$ cat src/shared/ipk_pkg.sv
// constants, register map and state codes of the injector channel block
// assumes one 100 MHz clock and a plain word-wide register port
package ipk_pkg;
    localparam int NCH = 4;
    localparam int CIW = 2;
    localparam int AW = 8;
    localparam int DW = 32;
    localparam int PW = 16;
    localparam int ECW = 12;
    localparam int USW = 7;
    localparam int RCW = 24;

    // timing, each figure in its own unit, cycle counts derived
    localparam int CLK_PERIOD_NS = 10;
    localparam int US_NS = 1000;
    localparam int US_CYC = US_NS / CLK_PERIOD_NS;
    localparam int REFRESH_US = 125;
    localparam int REFRESH_CYC = REFRESH_US * US_NS / CLK_PERIOD_NS;
    localparam int SHORT_RISE_NS = 20000;
    localparam int SHORT_RISE_CYC = (SHORT_RISE_NS + CLK_PERIOD_NS - 1) / CLK_PERIOD_NS;
    localparam logic [USW-1:0] US_LAST = USW'(US_CYC - 1);
    localparam logic [ECW-1:0] RISE_LIM = ECW'(SHORT_RISE_CYC);

    // register byte offsets
    localparam logic [AW-1:0] OFS_PEAK0 = 8'h00;
    localparam logic [AW-1:0] OFS_STRIDE = 8'h04;
    localparam logic [AW-1:0] OFS_FLAGS = 8'h10;
    localparam logic [AW-1:0] OFS_FLAG_CLR = 8'h14;
    localparam logic [AW-1:0] OFS_INT_STAT = 8'h18;
    localparam logic [AW-1:0] OFS_INT_CLR = 8'h1C;
    localparam logic [AW-1:0] OFS_INT_EN = 8'h20;

    // field positions inside flag and interrupt words
    localparam int FLD_OPEN = 0;
    localparam int FLD_SHORT = 4;
    localparam int FLD_PEAK = 8;
    localparam int FLD_DRV = 12;

    // reset values
    localparam logic [PW-1:0] PEAK_RST = 16'h0000;
    localparam logic [2*NCH-1:0] INT_EN_RST = 8'h00;

    typedef enum logic [3:0] {
        ST_IDLE = 4'h1,
        ST_PEAK = 4'h2,
        ST_HOLD = 4'h4,
        ST_FAULT = 4'h8
    } ipk_state_e;
endpackage

$ cat src/shared/ipk_tick_if.sv
// timing enable pulses passed from the divider to the channel logic
// assumes both ends sit on the same clock
`timescale 1ns/1ps
interface ipk_tick_if;
    logic us_tick;
    logic refresh_tick;
    modport src (output us_tick, output refresh_tick);
    modport snk (input us_tick, input refresh_tick);
endinterface

$ cat src/hw/ipk_ctrl.sv
// four-channel peak/hold injector control with fault flags and registers
// assumes comparator inputs already synchronous to clk, one clock domain
// Function
// - four channels each start and end an event from their own command input.
// - an event starts in the peak phase regulating toward the high current target, or in hold when its peak time is zero.
// - after the peak time the channel holds at the low target until the command ends.
// - the peak time is taken from the host at a fixed refresh interval, latest value used.
// - if no current threshold was reached in an event, the open flag is set at its end.
// - reaching the peak level too fast after start sets the short flag and disables the channel.
// - later in the event an overcurrent also sets the short flag and disables the channel.
// - a disabled channel stays off until software clears it, not while its command is high.
// - low and high resistance loads use the same logic with no mode setting.
// - reaching the hold level in hold regulates current there.
`timescale 1ns/1ps
module ipk_ctrl #(
    parameter int unsigned REFRESH_CYC = ipk_pkg::REFRESH_CYC
) (
    input wire logic clk, // system clock
    input wire logic reset_n, // sync reset, low active
    input wire logic [ipk_pkg::NCH-1:0] inj_cmd, // event commanded per channel
    input wire logic [ipk_pkg::NCH-1:0] peak_cmp, // current at peak target
    input wire logic [ipk_pkg::NCH-1:0] hold_cmp, // current at hold target
    input wire logic [ipk_pkg::NCH-1:0] short_cmp, // overcurrent comparator
    output logic [ipk_pkg::NCH-1:0] port_injector_driver, // switch on per channel
    input wire logic [ipk_pkg::AW-1:0] reg_addr, // register byte address
    input wire logic [ipk_pkg::DW-1:0] reg_wdata, // write data
    input wire logic reg_wr, // write strobe
    input wire logic reg_rd, // read strobe
    output logic [ipk_pkg::DW-1:0] reg_rdata, // read data, cycle after strobe
    output logic irq // level interrupt
);
    localparam int NCH = ipk_pkg::NCH;
    localparam int PW = ipk_pkg::PW;
    localparam int ECW = ipk_pkg::ECW;
    localparam int NEV = 2 * NCH;

    // true when the address hits one of the peak time words
    function automatic logic peak_hit(input logic [ipk_pkg::AW-1:0] a);
        logic [ipk_pkg::AW-1:0] d;
        d = a - ipk_pkg::OFS_PEAK0;
        return (a >= ipk_pkg::OFS_PEAK0) && (d < ipk_pkg::AW'(NCH * 4)) && (d[1:0] == 2'h0);
    endfunction

    // channel index of a peak time word
    function automatic logic [ipk_pkg::CIW-1:0] peak_index(input logic [ipk_pkg::AW-1:0] a);
        logic [ipk_pkg::AW-1:0] d;
        d = (a - ipk_pkg::OFS_PEAK0) / ipk_pkg::OFS_STRIDE;
        return d[ipk_pkg::CIW-1:0];
    endfunction

    ipk_tick_if tick_bus();

    // divider for the microsecond and refresh enables
    ipk_tick #(
        .REFRESH_CYC(REFRESH_CYC)
    ) u_tick (
        .clk(clk),
        .reset_n(reset_n),
        .tk(tick_bus)
    );

    logic [PW-1:0] peak_req_reg [NCH];
    logic [PW-1:0] peak_act_reg [NCH];
    logic [NCH-1:0] open_flag_reg;
    logic [NCH-1:0] short_flag_reg;
    logic [NEV-1:0] int_stat_reg;
    logic [NEV-1:0] int_en_reg;
    logic [NCH-1:0] open_evt;
    logic [NCH-1:0] short_evt;
    logic [NCH-1:0] in_peak;
    logic [NCH-1:0] drv_vec;
    logic [ipk_pkg::DW-1:0] rdata_reg;
    logic wr_flag_clr;
    logic wr_int_clr;
    logic [NCH-1:0] clr_open;
    logic [NCH-1:0] clr_short;
    logic [NEV-1:0] int_clr;
    logic [NEV-1:0] int_set;

    // write decode of the clear words
    assign wr_flag_clr = reg_wr && (reg_addr == ipk_pkg::OFS_FLAG_CLR);
    assign wr_int_clr = reg_wr && (reg_addr == ipk_pkg::OFS_INT_CLR);
    assign clr_open = wr_flag_clr ? reg_wdata[ipk_pkg::FLD_OPEN +: NCH] : '0;
    assign clr_short = wr_flag_clr ? (reg_wdata[ipk_pkg::FLD_SHORT +: NCH] & ~inj_cmd) : '0;
    assign int_clr = wr_int_clr ? reg_wdata[NEV-1:0] : '0;
    assign int_set = {short_evt, open_evt};

    // software side peak time words
    always_ff @(posedge clk) begin
        if (!reset_n) begin
            for (int i = 0; i < NCH; i++) begin
                peak_req_reg[i] <= ipk_pkg::PEAK_RST;
            end
        end else if (reg_wr && peak_hit(reg_addr)) begin
            peak_req_reg[peak_index(reg_addr)] <= reg_wdata[PW-1:0];
        end
    end

    always_ff @(posedge clk) begin
        if (!reset_n) begin
            for (int i = 0; i < NCH; i++) begin
                peak_act_reg[i] <= ipk_pkg::PEAK_RST;
            end
        end else if (tick_bus.refresh_tick) begin
            for (int i = 0; i < NCH; i++) begin
                peak_act_reg[i] <= peak_req_reg[i];
            end
        end
    end

    always_ff @(posedge clk) begin
        if (!reset_n) begin
            open_flag_reg <= '0;
        end else begin
            open_flag_reg <= (open_flag_reg & ~clr_open) | open_evt;
        end
    end

    always_ff @(posedge clk) begin
        if (!reset_n) begin
            short_flag_reg <= '0;
        end else begin
            short_flag_reg <= (short_flag_reg & ~clr_short) | short_evt;
        end
    end

    // interrupt status, an event in the clear cycle survives
    always_ff @(posedge clk) begin
        if (!reset_n) begin
            int_stat_reg <= '0;
        end else begin
            int_stat_reg <= (int_stat_reg & ~int_clr) | int_set;
        end
    end

    // interrupt enable word
    always_ff @(posedge clk) begin
        if (!reset_n) begin
            int_en_reg <= ipk_pkg::INT_EN_RST;
        end else if (reg_wr && (reg_addr == ipk_pkg::OFS_INT_EN)) begin
            int_en_reg <= reg_wdata[NEV-1:0];
        end
    end

    assign irq = |(int_stat_reg & int_en_reg);

    // read mux, unmapped and write-only words read zero
    always_ff @(posedge clk) begin
        if (!reset_n) begin
            rdata_reg <= '0;
        end else if (reg_rd) begin
            rdata_reg <= '0;
            if (peak_hit(reg_addr)) begin
                rdata_reg[PW-1:0] <= peak_req_reg[peak_index(reg_addr)];
            end else if (reg_addr == ipk_pkg::OFS_FLAGS) begin
                rdata_reg[ipk_pkg::FLD_OPEN +: NCH] <= open_flag_reg;
                rdata_reg[ipk_pkg::FLD_SHORT +: NCH] <= short_flag_reg;
                rdata_reg[ipk_pkg::FLD_PEAK +: NCH] <= in_peak;
                rdata_reg[ipk_pkg::FLD_DRV +: NCH] <= drv_vec;
            end else if (reg_addr == ipk_pkg::OFS_INT_STAT) begin
                rdata_reg[NEV-1:0] <= int_stat_reg;
            end else if (reg_addr == ipk_pkg::OFS_INT_EN) begin
                rdata_reg[NEV-1:0] <= int_en_reg;
            end
        end else begin
            rdata_reg <= '0;
        end
    end

    assign reg_rdata = rdata_reg;
    assign port_injector_driver = drv_vec;

    for (genvar g = 0; g < NCH; g++) begin : gen_ch
        ipk_pkg::ipk_state_e state_reg;
        ipk_pkg::ipk_state_e state_next;
        logic [ECW-1:0] ecnt_reg;
        logic [PW-1:0] pcnt_reg;
        logic seen_reg;
        logic cmd_q_reg;
        logic drv_reg;
        logic drv_next;
        logic start;
        logic active;
        logic early;
        logic short_hit;
        logic peak_done;

        // only a rising command starts, so a cleared fault never restarts mid-event
        assign start = (state_reg == ipk_pkg::ST_IDLE) && inj_cmd[g] && !cmd_q_reg
            && !short_flag_reg[g];
        assign active = (state_reg == ipk_pkg::ST_PEAK) || (state_reg == ipk_pkg::ST_HOLD);
        assign early = ecnt_reg < ipk_pkg::RISE_LIM;
        assign peak_done = pcnt_reg >= peak_act_reg[g];

        assign short_hit = active && inj_cmd[g]
            && ((early && peak_cmp[g]) || (!early && short_cmp[g]));
        assign short_evt[g] = short_hit;

        assign open_evt[g] = active && !inj_cmd[g] && !seen_reg && !peak_cmp[g]
            && !hold_cmp[g];

        // phase sequencing
        always_comb begin
            state_next = state_reg;
            case (state_reg)
                ipk_pkg::ST_IDLE: begin
                    if (start) begin
                        state_next = (peak_act_reg[g] == ipk_pkg::PEAK_RST) ?
                            ipk_pkg::ST_HOLD : ipk_pkg::ST_PEAK;
                    end
                end
                ipk_pkg::ST_PEAK: begin
                    if (!inj_cmd[g]) begin
                        state_next = ipk_pkg::ST_IDLE;
                    end else if (short_hit) begin
                        state_next = ipk_pkg::ST_FAULT;
                    end else if (peak_done) begin
                        state_next = ipk_pkg::ST_HOLD;
                    end
                end
                ipk_pkg::ST_HOLD: begin
                    if (!inj_cmd[g]) begin
                        state_next = ipk_pkg::ST_IDLE;
                    end else if (short_hit) begin
                        state_next = ipk_pkg::ST_FAULT;
                    end
                end
                ipk_pkg::ST_FAULT: begin
                    if (!inj_cmd[g]) begin
                        state_next = ipk_pkg::ST_IDLE;
                    end
                end
                default: begin
                    state_next = ipk_pkg::ST_IDLE;
                end
            endcase
        end

        // state and command history
        always_ff @(posedge clk) begin
            if (!reset_n) begin
                state_reg <= ipk_pkg::ST_IDLE;
                cmd_q_reg <= 1'b0;
            end else begin
                state_reg <= state_next;
                cmd_q_reg <= inj_cmd[g];
            end
        end

        // peak timer in microseconds, first tick may land early by under 1 us
        always_ff @(posedge clk) begin
            if (!reset_n) begin
                pcnt_reg <= '0;
            end else if (start) begin
                pcnt_reg <= '0;
            end else if ((state_reg == ipk_pkg::ST_PEAK) && tick_bus.us_tick && !peak_done) begin
                pcnt_reg <= pcnt_reg + 1'b1;
            end
        end

        // event age for the rise window, saturates at its limit
        always_ff @(posedge clk) begin
            if (!reset_n) begin
                ecnt_reg <= '0;
            end else if (start) begin
                ecnt_reg <= '0;
            end else if (active && early) begin
                ecnt_reg <= ecnt_reg + 1'b1;
            end
        end

        // peak or hold threshold seen during the event
        always_ff @(posedge clk) begin
            if (!reset_n) begin
                seen_reg <= 1'b0;
            end else if (start) begin
                seen_reg <= 1'b0;
            end else if (active && (peak_cmp[g] || hold_cmp[g])) begin
                seen_reg <= 1'b1;
            end
        end

        always_comb begin
            drv_next = 1'b0;
            if (state_next == ipk_pkg::ST_PEAK) begin
                drv_next = !peak_cmp[g];
            end else if (state_next == ipk_pkg::ST_HOLD) begin
                drv_next = !hold_cmp[g];
            end
            if (short_flag_reg[g] || short_hit) begin
                drv_next = 1'b0;
            end
        end

        // registered switch drive
        always_ff @(posedge clk) begin
            if (!reset_n) begin
                drv_reg <= 1'b0;
            end else begin
                drv_reg <= drv_next;
            end
        end

        assign drv_vec[g] = drv_reg;
        assign in_peak[g] = (state_reg == ipk_pkg::ST_PEAK);
    end
endmodule

$ cat src/hw/ipk_tick.sv
// divider making the 1 us and the peak refresh enable pulses
// assumes synchronous active-low reset on the single clock
`timescale 1ns/1ps
module ipk_tick #(
    parameter int unsigned REFRESH_CYC = ipk_pkg::REFRESH_CYC
) (
    input wire logic clk, // system clock
    input wire logic reset_n, // sync reset, low active
    ipk_tick_if.src tk // enable pulses out
);
    localparam logic [ipk_pkg::RCW-1:0] RF_LAST = ipk_pkg::RCW'(REFRESH_CYC - 1);

    logic [ipk_pkg::USW-1:0] us_cnt_reg;
    logic [ipk_pkg::RCW-1:0] rf_cnt_reg;
    logic us_tick_reg;
    logic rf_tick_reg;

    // microsecond divider
    always_ff @(posedge clk) begin
        if (!reset_n) begin
            us_cnt_reg <= '0;
            us_tick_reg <= 1'b0;
        end else if (us_cnt_reg == ipk_pkg::US_LAST) begin
            us_cnt_reg <= '0;
            us_tick_reg <= 1'b1;
        end else begin
            us_cnt_reg <= us_cnt_reg + 1'b1;
            us_tick_reg <= 1'b0;
        end
    end

    // refresh interval divider, free running
    always_ff @(posedge clk) begin
        if (!reset_n) begin
            rf_cnt_reg <= '0;
            rf_tick_reg <= 1'b0;
        end else if (rf_cnt_reg == RF_LAST) begin
            rf_cnt_reg <= '0;
            rf_tick_reg <= 1'b1;
        end else begin
            rf_cnt_reg <= rf_cnt_reg + 1'b1;
            rf_tick_reg <= 1'b0;
        end
    end

    assign tk.us_tick = us_tick_reg;
    assign tk.refresh_tick = rf_tick_reg;
endmodule

$ cat config.mk
export PLATFORM = sky130hd
export DESIGN_NAME = ipk_ctrl
export DESIGN_NICKNAME = d
export VERILOG_FILES = /design/src/shared/ipk_pkg.sv /design/src/shared/ipk_tick_if.sv /design/src/hw/ipk_ctrl.sv /design/src/hw/ipk_tick.sv
export SDC_FILE = /design/constraint.sdc
export NUM_CORES = 1
export LEC_CHECK = 0
export ABC_AREA = 1
export BUFFER_PORTS_ARGS = -buffer_cell sky130_fd_sc_hd__buf_2
export CAP_MARGIN = 20
export CORE_ASPECT_RATIO = 0.75
export CORE_MARGIN = 4
export CORE_UTILIZATION = 56
export DETAILED_ROUTE_END_ITERATION = 6
export HOLD_SLACK_MARGIN = 0.06
export PLACE_DENSITY = 0.73
export SYNTH_ARGS = -nofsm -noshare
export SYNTH_HDL_FRONTEND = slang
export SYNTH_HIERARCHICAL = 1
export SYNTH_SLANG_ARGS = --single-unit
$ cat constraint.sdc
create_clock -name clk -period 5.74 [get_ports clk]
set_input_delay 0.287 -clock clk [delete_from_list [all_inputs] [get_ports clk]]
set_output_delay 0.287 -clock clk [all_outputs]
set_load 0.02 [all_outputs]
==> impl_metrics.ini <==
[yosys]
post_synth_instance_area_um2 = 17600
yosysWarnings = 6
count_of_state_elements_after_synthesis = 341
async_reset_ff_share_pct = 0
netlist-cell-type-count = 60
postSynth.topFlopCell = sky130_fd_sc_hd__dfxtp_1
syn_inst = 2187
syn-mean-instance-area_um2 = 8.04
ys_seq_area_share_pct = 46.1
synth-edff-count = 128

[min_path]
holdPathEnd = gen_ch[2].seen_reg$_SDFFE_PP0P_
worstHoldPathType = in -> reg
hold-path-cell-count = 3
hold_path.startpoint = peak_cmp[2]

[global_route]
pin_count_of_the_biggest_net_entering_global_routing = 65
antenna_found_initial = 1
grt_pass1_wl_um = 68800
grt_use_total_pct = 24.5
grt_overflow_total = 0
first_global_vias = 13700

[finish]
number_of_diodes = 0
nets = 2393
drive_gt1_share_pct = 10.5
fillCellCount = 2615
final_core_util_pct = 63.8
post-route-cell-area_um2 = 19500
area_delta_synth_final_pct = 10.9

[routing]
number_of_search_and_repair_iterations_in_the_first_detailed_routing_pass = 6
remaining_drc_errors = 0
drt_iter0_drc = 1569
final_antenna_net_count = 0
detail_route.vias_per_cell = 5.57
dr_total_vias = 15000
wl_per_cell_um = 16.0
routed_wire_length_um = 43100

[worst_setup_path]
cp.required_ns = 6.18
timing.rr.end = gen_ch[2].pcnt_reg[7]$_SDFFE_PP0P_
rr_worst_depth = 16
critical_path_buf_inv_count = 4
setup.worst_path.end_class = flop
critPathMostFrequentCell = sky130_fd_sc_hd__nand2_1
flop2flop_setup_slack_ns = 2.87
crit_slowest_cell = sky130_fd_sc_hd__nand3_1
critical-path-max-stage-delay_ns = 0.49
worst_r2r_start = peak_act_reg[2][7]$_SDFFCE_PN0P_
cp_top_family = simple AND/OR/NAND/NOR gates
worst_setup_path_start_kind = flop
worstPathCellList = inv_1, ha_1, nand2_1, inv_1, nand3_1, nor2_1, nor2_1, nand2_1, nand2_1, nand3_1, inv_1, nand2_1, inv_1, nand2_1, o21ai_0, nor2_1
timing.critical_path.fanout_max = 16
criticalPathCategory = reg -> reg
critical_path_depth = 16
critPathArrivalTime_ns = 3.31

[clock_tree]
worstSkewPairLatency_ns = 0.55
postCtsSetupRepairBufs = 0
post_cts_resized = 0
clock-root-buffer = sky130_fd_sc_hd__clkbuf_16
tritoncts_clock_tree = yes
cts_hold_buffers = 9
clk_pin_slew_worst_setup_hold_paths_ns = 0.06
cts_num_sinks = 341
cts-root-to-sink-buffers = 3
tritoncts.num_buffers = 36
cts_max_level = 2

[die]
num_io_pins = 97
design.core.area_um2 = 30600
initial_core_util_pct = 57.6
placement_rows = 55
die_y_um = 161
floorplan.die_area_um2 = 34300
floorplan.die.width_um = 213

[pwr]
p_total_mw = 5.32
powerDensity_nw_per_um2 = 273
worst_ir_drop_vdd_mv = 0.200
leakage_nw = 8.06

[sta]
fmax_mhz = 349
setup_viol = 0
timing.setup.tns_ns = 0
maxSlewViolCount = 0
worst_slew_margin_rel_pct = 49.2
final.period_utilization_pct = 49.9
finalClockSkew_ns = 0.0283
finalHoldViolations = 0
worst_pin_slew_ns = 0.762
tmin_final_ns = 2.87
grt_setup_unrepaired = false

[place]
gp_congestion = 0.967
detailedPlacementHpwl_um = 31600
numPortBuffers = 64
dpl_cell_area_um2 = 18200

[job]
max_cap_violations = 0

[run_status]
run_status = complete, no violations
[tightest hold or removal path, delay by kind of cell]
kind,cells,cell delay [ns]
AO/OA/AOI/OAI,2,0.21
buffers and inverters,1,0.09
[worst max path at each step]
stage                                          start                            endpoint  slack (ns)
finish              peak_act_reg[2][7]$_SDFFCE_PN0P_  gen_ch[2].pcnt_reg[7]$_SDFFE_PP0P_        2.87
detailed placement                           reset_n   peak_act_reg[2][15]$_SDFFCE_PN0P_        2.77
floorplan                                reg_addr[1]    peak_req_reg[0][0]$_SDFFCE_PN0P_        3.26
CTS                 peak_act_reg[2][3]$_SDFFCE_PN0P_  gen_ch[2].pcnt_reg[7]$_SDFFE_PP0P_        2.92
global placement                             reset_n   peak_act_reg[2][13]$_SDFFCE_PN0P_        2.85
global route        peak_act_reg[2][7]$_SDFFCE_PN0P_  gen_ch[2].pcnt_reg[7]$_SDFFE_PP0P_        2.53
[layout make-up]
cell class | count | area [um2] | share of cell area, %
clock buffers | 51 | 1070 | 5.49
well taps | 399 | 499 | 2.56
inverters | 385 | 1450 | 7.43
multi-input cells | 1411 | 7730 | 39.6
repair buffers | 84 | 505 | 2.59
flip-flops and latches | 341 | 8110 | 41.6
clock inverters | 15 | 145 | 0.744
[synthesized netlist by cell type, types with 8 or more instances]
cell type                  number  area share [%]
sky130_fd_sc_hd__a22oi_1        8            0.34
sky130_fd_sc_hd__nand2_2       14            0.50
sky130_fd_sc_hd__buf_4         23            0.98
sky130_fd_sc_hd__o21ai_0       79             2.2
sky130_fd_sc_hd__nor2_2        24            0.85
sky130_fd_sc_hd__clkbuf_1      18            0.38
sky130_fd_sc_hd__ha_1          74             5.3
sky130_fd_sc_hd__nor2_1       249             5.3
sky130_fd_sc_hd__a21oi_1      187             5.3
sky130_fd_sc_hd__dfxtp_1      213              24
sky130_fd_sc_hd__inv_2         21            0.45
sky130_fd_sc_hd__nand3_1       91             2.6
sky130_fd_sc_hd__o22ai_1       27            0.96
sky130_fd_sc_hd__xor2_1        25             1.2
sky130_fd_sc_hd__o31ai_1        9            0.38
sky130_fd_sc_hd__nor3_1        63             1.8
sky130_fd_sc_hd__edfxtp_1     128              22
sky130_fd_sc_hd__nor2_4        10            0.64
sky130_fd_sc_hd__o21a_1         8            0.34
sky130_fd_sc_hd__buf_2         17            0.48
sky130_fd_sc_hd__nand4_1       51             1.8
sky130_fd_sc_hd__inv_1        359             7.7
sky130_fd_sc_hd__nor4_1        22            0.78
sky130_fd_sc_hd__xnor2_1       17            0.85
sky130_fd_sc_hd__nand2_1      345             7.4
[metrics by stage]
| stage | setup slack [ns] | std cells | hold WS, ns |
|---|---|---|---|
| 3_3_place_gp | 2.85 | 2610 | 0.431 |
| 5_1_grt | 2.53 | 2686 | 0.0844 |
| 3_5_place_dp | 2.77 | 2610 | 0.444 |
| 2_1_floorplan | 3.26 | 2202 | 0.380 |
| 4_1_cts | 2.92 | 2685 | 0.0665 |
| 6_report | 2.87 | 2686 | 0.0782 |
[power by group]
group / switching, mW / internal, mW / leakage (nW) / total (mW)
clock: 0.988 / 1.40 / 0.606 / 2.39
sequential: 0.0362 / 2.56 / 2.97 / 2.60
combinational: 0.237 / 0.0886 / 4.48 / 0.325
[cell usage in the layout, fill, tap and decap left out, types with 8 or more instances in the layout]
cell type / Yosys / final
sky130_fd_sc_hd__nand3_1: 91 / 91
sky130_fd_sc_hd__buf_4: 23 / 10
sky130_fd_sc_hd__clkbuf_16: 0 / 39
sky130_fd_sc_hd__nor3_1: 63 / 63
sky130_fd_sc_hd__o21a_1: 8 / 8
sky130_fd_sc_hd__nand2_2: 14 / 15
sky130_fd_sc_hd__nand2_1: 345 / 344
sky130_fd_sc_hd__inv_2: 21 / 21
sky130_fd_sc_hd__edfxtp_1: 128 / 128
sky130_fd_sc_hd__buf_2: 17 / 64
sky130_fd_sc_hd__dlygate4sd3_1: 0 / 9
sky130_fd_sc_hd__ha_1: 74 / 74
sky130_fd_sc_hd__xnor2_1: 17 / 17
sky130_fd_sc_hd__dfxtp_1: 213 / 213
sky130_fd_sc_hd__inv_1: 359 / 360
sky130_fd_sc_hd__nor4_1: 22 / 22
sky130_fd_sc_hd__nor2_1: 249 / 249
sky130_fd_sc_hd__o31ai_1: 9 / 9
sky130_fd_sc_hd__conb_1: 1 / 16
sky130_fd_sc_hd__clkinv_2: 1 / 9
sky130_fd_sc_hd__nor2_2: 24 / 24
sky130_fd_sc_hd__o22ai_1: 27 / 27
sky130_fd_sc_hd__xor2_1: 25 / 25
sky130_fd_sc_hd__a22oi_1: 8 / 8
sky130_fd_sc_hd__nand4_1: 51 / 51
sky130_fd_sc_hd__a21oi_1: 187 / 187
sky130_fd_sc_hd__o21ai_0: 79 / 75
sky130_fd_sc_hd__nor2_4: 10 / 10
[metal layers]
| layer | vias to the layer above | GRT usage [%] | part of all wire (%) |
|---|---|---|---|
| met4 | 2 | 6.12 | 2.0 |
| li1 | 7340 | - | - |
| met3 | 80 | 7.09 | 11 |
| met2 | 585 | 36.3 | 42 |
| met1 | 6962 | 35.6 | 45 |
| met5 | - | 0 | 0.030 |
[cell families (layout without fill, tap and decap cells)]
family | Yosys count | count (layout) | share of synthesized area (%)
flip-flops | 341 | 341 | 46.1
AO/OA/AOI/OAI | 355 | 355 | 11.2
other | 1 | 16 | 0.0213
buffers and inverters | 450 | 535 | 10.3
XOR/XNOR | 42 | 42 | 2.09
adder cells (fa/ha/maj) | 74 | 74 | 5.26
AND/OR/NAND/NOR | 924 | 924 | 25.0
(Power assumes the default switching activity.)
